$ cat src/shared/idx_seq_pkg.sv
// Package: constants and types for the indexed 8-bit offset cycle sequencer
`default_nettype none
package idx_seq_pkg;

  // ----------------------------------------
  // Widths
  // ----------------------------------------
  localparam int ADDR_W = 13;
  localparam int DATA_W = 8;

  // ----------------------------------------
  // Cycle counts per class, and the number of the first cycle
  // ----------------------------------------
  localparam logic [2:0] CYC_READ = 3'h4;
  localparam logic [2:0] CYC_STORE = 3'h5;
  localparam logic [2:0] CYC_TEST = 3'h5;
  localparam logic [2:0] CYC_RMW = 3'h6;
  localparam logic [2:0] CYC_CALL = 3'h6;
  localparam logic [2:0] CYC_FIRST = 3'h1;

  // Direction strobe levels
  localparam logic DIR_READ = 1'b1;
  localparam logic DIR_WRITE = 1'b0;

  // Reset values
  localparam logic [ADDR_W-1:0] ADDR_RST = 13'h0000;
  localparam logic [DATA_W-1:0] DATA_RST = 8'h00;

  // ----------------------------------------
  // Instruction classes
  // ----------------------------------------
  typedef enum logic [2:0] {
    CLS_READ = 3'h0,   // add, adc, and, bit, cmp, compare_index_op, eor,
                       // load_accumulator_op, load_index_op, ora, sbc, sub
    CLS_STORE = 3'h1,  // store_accumulator_op, store_index_op
    CLS_TEST = 3'h2,   // test_operand_op
    CLS_RMW = 3'h3,    // shifts, rotates, clr, com, dec, inc, neg
    CLS_CALL = 3'h4    // call_subroutine_op
  } op_class_t;

  typedef enum logic [2:0] {
    ADR_OPCODE = 3'h0,
    ADR_OPCODE_P1 = 3'h1,
    ADR_OPCODE_P2 = 3'h2,
    ADR_EFFECTIVE = 3'h3,
    ADR_STACK = 3'h4,
    ADR_STACK_M1 = 3'h5
  } addr_src_t;

  // Start request from the decoder
  typedef struct packed {
    op_class_t op_class;
    logic [ADDR_W-1:0] opcode_addr;
    logic [DATA_W-1:0] index;
    logic [ADDR_W-1:0] stack_ptr;
    logic [DATA_W-1:0] new_data;
  } seq_req_t;

  // Bus cycle presented to memory and peripherals
  typedef struct packed {
    logic [ADDR_W-1:0] addr;
    logic dir;
    logic [DATA_W-1:0] wdata;
    addr_src_t src;
  } bus_cycle_t;

endpackage

`default_nettype wire

$ cat src/rtl/idx_offset_seq.sv
// Bus-cycle sequencer for indexed addressing with an 8-bit offset
`timescale 1ns/1ps
`default_nettype none

// Contract
// - Read class: four cycles, operand read fourth
// - Stores: five cycles, write at index+offset
// - Test: five cycles, next opcode fifth
// - Read-modify-write: six cycles, write sixth
// - Call: six cycles, subroutine opcode fourth
// - Call writes return low, then high
// - Cycle one always reads the opcode
module idx_offset_seq #(
  parameter int ADDR_W = idx_seq_pkg::ADDR_W,
  parameter int DATA_W = idx_seq_pkg::DATA_W
) (
  input wire logic clock_in,
  input wire logic rst_n_in,
  input wire logic start_in,
  input wire idx_seq_pkg::seq_req_t req_in,
  input wire logic [DATA_W-1:0] rdata_in,
  output logic busy_out,
  output logic done_out,
  output idx_seq_pkg::bus_cycle_t bus_out,
  output logic [2:0] cycle_out,
  output logic [DATA_W-1:0] operand_out
);

  // ----------------------------------------
  // Elaboration checks
  // ----------------------------------------
  // The carrier structs fix both widths, so other values cannot be served
  if (ADDR_W != idx_seq_pkg::ADDR_W || DATA_W != idx_seq_pkg::DATA_W) begin : g_chk
    $error("idx_offset_seq: widths must match the package carrier");
  end

  // ----------------------------------------
  // State
  // ----------------------------------------
  typedef enum logic [1:0] {
    ST_IDLE = 2'b01,
    ST_RUN = 2'b10
  } state_t;

  state_t state_q, state_d;
  logic [2:0] cyc_q, cyc_d;
  idx_seq_pkg::seq_req_t req_q, req_d;
  logic [DATA_W-1:0] offset_q, offset_d;
  logic [DATA_W-1:0] operand_q, operand_d;
  logic [ADDR_W-1:0] ea_q, ea_d;
  idx_seq_pkg::bus_cycle_t bus_q, bus_d;
  logic done_q, done_d;

  function automatic logic [2:0] class_len(input idx_seq_pkg::op_class_t c);
    case (c)
      idx_seq_pkg::CLS_READ: class_len = idx_seq_pkg::CYC_READ;
      idx_seq_pkg::CLS_STORE: class_len = idx_seq_pkg::CYC_STORE;
      idx_seq_pkg::CLS_TEST: class_len = idx_seq_pkg::CYC_TEST;
      idx_seq_pkg::CLS_RMW: class_len = idx_seq_pkg::CYC_RMW;
      idx_seq_pkg::CLS_CALL: class_len = idx_seq_pkg::CYC_CALL;
      default: class_len = idx_seq_pkg::CYC_READ;
    endcase
  endfunction

  // Zero-extended sum so that a carry out of the low byte reaches the next page
  function automatic logic [ADDR_W-1:0] eff_addr(input logic [DATA_W-1:0] x,
                                                 input logic [DATA_W-1:0] off);
    eff_addr = ADDR_W'({1'b0, x} + {1'b0, off});
  endfunction

  // Address source for a given class and cycle number
  function automatic idx_seq_pkg::addr_src_t pick_src(input idx_seq_pkg::op_class_t c,
                                                      input logic [2:0] n);
    pick_src = idx_seq_pkg::ADR_OPCODE_P1;
    if (n == 3'h1) begin
      pick_src = idx_seq_pkg::ADR_OPCODE;
    end else if (n == 3'h4) begin
      // Stores keep the offset address on the bus one cycle longer
      pick_src = (c == idx_seq_pkg::CLS_STORE) ? idx_seq_pkg::ADR_OPCODE_P1
                                               : idx_seq_pkg::ADR_EFFECTIVE;
    end else if (n == 3'h5) begin
      case (c)
        idx_seq_pkg::CLS_STORE: pick_src = idx_seq_pkg::ADR_EFFECTIVE;
        idx_seq_pkg::CLS_TEST: pick_src = idx_seq_pkg::ADR_OPCODE_P2;
        idx_seq_pkg::CLS_CALL: pick_src = idx_seq_pkg::ADR_STACK;
        default: pick_src = idx_seq_pkg::ADR_EFFECTIVE;
      endcase
    end else if (n == 3'h6) begin
      pick_src = (c == idx_seq_pkg::CLS_CALL) ? idx_seq_pkg::ADR_STACK_M1
                                              : idx_seq_pkg::ADR_EFFECTIVE;
    end
  endfunction

  // ----------------------------------------
  // Next-state logic
  // ----------------------------------------
  always_comb begin
    logic [ADDR_W-1:0] ret;
    logic [2:0] n;
    idx_seq_pkg::addr_src_t src;
    ret = '0;
    n = '0;
    src = idx_seq_pkg::ADR_OPCODE;
    state_d = state_q;
    cyc_d = cyc_q;
    req_d = req_q;
    offset_d = offset_q;
    operand_d = operand_q;
    ea_d = ea_q;
    bus_d = bus_q;
    done_d = 1'b0;
    // Return address points past the two instruction bytes
    ret = ADDR_W'(req_q.opcode_addr + ADDR_W'(2));
    case (state_q)
      ST_IDLE: begin
        if (start_in) begin
          req_d = req_in;
          state_d = ST_RUN;
          cyc_d = idx_seq_pkg::CYC_FIRST;
          bus_d.addr = req_in.opcode_addr;
          bus_d.dir = idx_seq_pkg::DIR_READ;
          bus_d.wdata = idx_seq_pkg::DATA_RST;
          bus_d.src = idx_seq_pkg::ADR_OPCODE;
        end
      end
      ST_RUN: begin
        // A request while busy is dropped unseen; the requester waits for done
        // Offset byte arrives on the read in cycle 2
        if (cyc_q == 3'h2) begin
          offset_d = rdata_in;
        end
        // Offset is latched before cycle 3, so the sum is ready for cycle 4
        if (cyc_q == 3'h3) begin
          ea_d = eff_addr(req_q.index, offset_q);
        end
        if (cyc_q == 3'h4 && req_q.op_class != idx_seq_pkg::CLS_STORE) begin
          operand_d = rdata_in;
        end
        if (cyc_q == class_len(req_q.op_class)) begin
          // Strobe back to read so no write lingers past the last cycle
          state_d = ST_IDLE;
          cyc_d = 3'h0;
          done_d = 1'b1;
          bus_d.dir = idx_seq_pkg::DIR_READ;
          bus_d.wdata = idx_seq_pkg::DATA_RST;
        end else begin
          n = 3'(cyc_q + 3'h1);
          cyc_d = n;
          src = pick_src(req_q.op_class, n);
          bus_d.src = src;
          bus_d.dir = idx_seq_pkg::DIR_READ;
          bus_d.wdata = idx_seq_pkg::DATA_RST;
          case (src)
            idx_seq_pkg::ADR_OPCODE_P1: bus_d.addr = ADDR_W'(req_q.opcode_addr + ADDR_W'(1));
            idx_seq_pkg::ADR_OPCODE_P2: bus_d.addr = ret;
            idx_seq_pkg::ADR_EFFECTIVE: begin
              bus_d.addr = (n == 3'h4) ? eff_addr(req_q.index, offset_q)
                                       : ea_q;
              if (n == class_len(req_q.op_class) &&
                  (req_q.op_class == idx_seq_pkg::CLS_STORE ||
                   req_q.op_class == idx_seq_pkg::CLS_RMW)) begin
                bus_d.dir = idx_seq_pkg::DIR_WRITE;
                bus_d.wdata = req_q.new_data;
              end
            end
            // Return low byte goes first, to the higher stack slot
            idx_seq_pkg::ADR_STACK: begin
              bus_d.addr = req_q.stack_ptr;
              bus_d.dir = idx_seq_pkg::DIR_WRITE;
              bus_d.wdata = ret[DATA_W-1:0];
            end
            idx_seq_pkg::ADR_STACK_M1: begin
              bus_d.addr = ADDR_W'(req_q.stack_ptr - ADDR_W'(1));
              bus_d.dir = idx_seq_pkg::DIR_WRITE;
              bus_d.wdata = DATA_W'(ret >> DATA_W);
            end
            default: bus_d.addr = req_q.opcode_addr;
          endcase
        end
      end
      default: begin
        state_d = ST_IDLE;
      end
    endcase
  end

  // ----------------------------------------
  // Registers
  // ----------------------------------------
  always_ff @(posedge clock_in or negedge rst_n_in) begin
    if (!rst_n_in) begin
      state_q <= ST_IDLE;
      cyc_q <= 3'h0;
      req_q <= '0;
      offset_q <= idx_seq_pkg::DATA_RST;
      operand_q <= idx_seq_pkg::DATA_RST;
      ea_q <= idx_seq_pkg::ADDR_RST;
      bus_q <= '{addr: idx_seq_pkg::ADDR_RST, dir: idx_seq_pkg::DIR_READ,
                 wdata: idx_seq_pkg::DATA_RST, src: idx_seq_pkg::ADR_OPCODE};
      done_q <= 1'b0;
    end else begin
      state_q <= state_d;
      cyc_q <= cyc_d;
      req_q <= req_d;
      offset_q <= offset_d;
      operand_q <= operand_d;
      ea_q <= ea_d;
      bus_q <= bus_d;
      done_q <= done_d;
    end
  end

  assign busy_out = (state_q == ST_RUN);
  assign done_out = done_q;
  assign bus_out = bus_q;
  // Cycle count is cleared in the done cycle, so it reads zero when idle
  assign cycle_out = cyc_q;
  assign operand_out = operand_q;

endmodule // idx_offset_seq

`default_nettype wire

$ cat config.mk
export PLATFORM = sky130hd
export DESIGN_NAME = idx_offset_seq
export DESIGN_NICKNAME = d
export VERILOG_FILES = /design/src/shared/idx_seq_pkg.sv /design/src/rtl/idx_offset_seq.sv
export SDC_FILE = /design/constraint.sdc
export NUM_CORES = 1
export LEC_CHECK = 0
export BUFFER_PORTS_ARGS = -buffer_cell sky130_fd_sc_hd__buf_2
export CAP_MARGIN = 0
export CORE_MARGIN = 4
export CORE_UTILIZATION = 52
export CTS_BUF_LIST = sky130_fd_sc_hd__clkbuf_4 sky130_fd_sc_hd__clkbuf_8 sky130_fd_sc_hd__clkbuf_16
export DETAILED_ROUTE_END_ITERATION = 6
export HOLD_SLACK_MARGIN = 0.15
export PLACE_DENSITY = 0.84
export SLEW_MARGIN = 20
export SYNTH_ARGS = -nofsm -noshare
export SYNTH_HDL_FRONTEND = slang
export SYNTH_SLANG_ARGS = --single-unit
export TNS_END_PERCENT = 10
$ cat constraint.sdc
create_clock -name clock_in -period 2.7 [get_ports clock_in]
set_clock_uncertainty 0.05 [all_clocks]
set_input_delay 0.54 -clock clock_in [delete_from_list [all_inputs] [get_ports clock_in]]
set_output_delay 0.54 -clock clock_in [all_outputs]
set_load 0.005 [all_outputs]
==> results.toml <==
[flow_run]
maxCapViolCount = 0

[power_and_ir_drop]
p_switching_mw = 3.66
clkPwrFrac_pct = 15.8
p_int_mw = 4.47
p_sw_share_pct = 45.0
comb_power_share_pct = 50.3
p_leak_nw = 3.40
seq_power_share_pct = 33.9
p_total_mw = 8.13
peakVddDrop_uv = 709
power.density_nw_per_um2 = 1160

[synth]
netlist_top_cells_area = "dfrtp_1 42%, nand2_1 9.8%, mux2_2 3.9%"
synth_area_leader_cell = "dfrtp_1"
synth_commonest_cells = "153 x nand2_1, 99 x dfrtp_1, 33 x o21ai_0"
syn_inst = 648
synth_top_area_share_pct = 42.4
synth_edf_count = 0
syn_area_um2 = 5850
ys.flop_type = "dfrtp_1"
async_reset_ff_share_pct = 100
ys_ff_latch = 101
ys_seq_area_share_pct = 43.3
synth_most_common_cell = "nand2_1"
yosysWarnings = 0
yosysUniqueCellTypes = 77
syn_nets = 722
synth_area_per_cell_um2 = 9.02

[finish]
final_nets = 828
area_growth_pct = 19.5
n_antenna_cell = 0
drive_gt1_share_pct = 25.8
layoutNonFillerInstCount = 899
fillerInstances = 952

[worst_setup_path]
critical-path-top-delay-family = "compound AO/OA/AOI/OAI gates"
cp.depth = 8
critPathKind = "register to register"
crit_path_start_kind = "register"
critPathSlowestCell = "a2111oi_1"
critPathMaxFanout = 3
end_kind = "register"
crit_arrival_ns = 2.80
critPathMaxStageDelay_ns = 0.42
cp.buffers_inverters = 0
crit_required_ns = 2.89
r2r_cells = 8
cp_cell_sequence = "ha_1 -> fa_1 -> a211oi_1 -> o21bai_1 -> a21oi_1 -> xnor2_1 -> a2111oi_1 -> nor3_1"

[clock_tree]
clk_pin_slew_worst_paths_ns = 0.08
htreeDepth = 3
post_cts_buffers = 0
clock_latency_ns = 0.36
cts_tree = "yes"
numCtsBuffers = 9
cts_buffer_depth = 2
cts_root_buf = "clkbuf_16"
cts.sinks = 101

[routing]
wl_mm = 17.5
ant_nets = 0
dr.pass1.iters = 6
post_drt_wl_per_cell_um = 19.4
vias_per_cell = 6.03
drc_errors = 0
dr_total_vias = 5421
drtIter0Drc = 580

[placed_design]
dp_slack_ns = 0.00883
gp_congestion = 0.981
portBuffers = 93
dp_hpwl_mm = 12.9
dp.cells = 882

[timing]
rsz0062_at_grt = "yes"
max_freq_ghz = 0.383
slew_headroom_pct = 59.7
finalHoldViolations = 0
slew_violations = 0
setup_viol = 0
worst_slack_ns = 0.0903
finalCriticalPeriod_ns = 2.61
min_period_over_period_pct = 96.7
tightest_slew_ns = 0.589

[global_routing]
grt_pass1_vias = 5366
antenna_found_initial = 0
grt_overflow = 0
grt_pass1_wl_mm = 27.8
grt_max_degree = 46
grt_usage_pct = 27.3

[floorplanning]
core_area_um2 = 10900
die_y_um = 114
die_area_um2 = 13000
fp-row-count = 38
ioPinCount = 94
initial_utilization_pct = 53.5
die_w_um = 114

[worst_hold_path]
min_path_type = "primary input to register"
min_path_cells = 3

[status]
outcome = "finished, final reports clean"
## cells in the final DEF, fill, tap and decap left out, types with 8 or more instances in the layout
| master | count |
|---|---|
| nand2_1 | 152 |
| dfrtp_1 | 99 |
| buf_2 | 92 |
| buf_4 | 36 |
| o21ai_0 | 32 |
| nor2_1 | 27 |
| a21oi_1 | 27 |
| mux2_2 | 20 |
| nand3_1 | 19 |
| nor3_1 | 18 |
| xnor2_1 | 18 |
| ha_1 | 16 |
| xor2_1 | 11 |
| inv_1 | 10 |
| and3_1 | 9 |
| a22o_1 | 9 |
| a31oi_1 | 9 |
| clkbuf_16 | 9 |
| a21o_1 | 8 |
| nand4_1 | 8 |
## routing by layer
layer	global-route usage (%)	up-vias	share of wire [%]
li1	-	2528	-
met1	37.4	2626	45
met2	41.9	221	45
met3	5.46	46	6.5
met4	12.7	0	3.1
met5	0	-	0
## worst reg2reg max path, delay by kind of cell, from the launching register on
kind	cells	cell delay (ns)
and+or+nand+nor	1	0.11
xor gates and xnor gates	1	0.12
adders and majority gates	2	0.64
AOI/OAI and AO/OA	4	1.18
DFF	1	0.39
## power groups by stage
stage | registers (mW) | clock network (mW) | logic, mW
after global routing | 2.83 | 1.36 | 4.46
final | 2.75 | 1.29 | 4.09
after CTS | 2.73 | 1.30 | 4.02
after detailed placement | 2.74 | 0 | 3.97
after global placement | 2.72 | 0 | 3.85
after floorplan | 2.52 | 0 | 2.73
## stage by stage
stage	TNS [ns]	hold slack [ns]	utilization (%)	area, um^2
6_report	0	0.315	63.9	6990
5_1_grt	-0.0702	0.314	63.9	6990
3_5_place_dp	0	0.401	60.8	6650
3_3_place_gp	0	0.395	60.8	6650
4_1_cts	0	0.304	63.6	6960
2_1_floorplan	0	0.194	-	5850
## what timing repair did
item                                    in CTS  in global routing
endpoints found under the setup margin       0                 12
hold buffers                                 1                  0
gates resized for setup                      0                  9
hold endpoints to repair                    37                  0
## sequential cells by signal (all words and copies together) (netlist names)
register and count:
bus_out 25, cycle_out 3, done_out 1, ea_q 9
offset_q 8, operand_out 8, req_q 45, state_q 2
## kinds of logic after synthesis
family	Yosys count	share of synthesized area [%]
muxes	22	4.19
DFF	101	43.3
adders and majority gates	18	3.98
AOI/OAI and AO/OA	151	18.2
xor gates and xnor gates	30	4.49
buffers and inverters	48	3.45
and+or+nand+nor	278	22.4
## path summary, 6_finish.rpt
check | from | end | slack [ns]
hold reg to reg | bus_out[1] | bus_out[1] | 0.42
max in group asynchronous | rst_n_in | cycle_out[0] | 1.29
hold / removal | req_in[14] | req_q[14] | 0.32
setup reg to reg | req_q[21] | bus_out[18] | 0.09
min in group asynchronous | rst_n_in | state_q[1] | 0.66
setup / recovery | req_q[21] | bus_out[18] | 0.09
## layout make-up
cell class	instances	area (um^2)	area share, %
Clock buffer	10	239	3.42
Timing Repair Buffer	132	801	11.5
Inverter	11	41.3	0.591
Multi-Input combinational cell	499	3150	45.0
Clock inverter	6	55.1	0.788
Tap cell	140	175	2.51
Sequential cell	101	2530	36.2
Power figures use the tool's default switching activity.
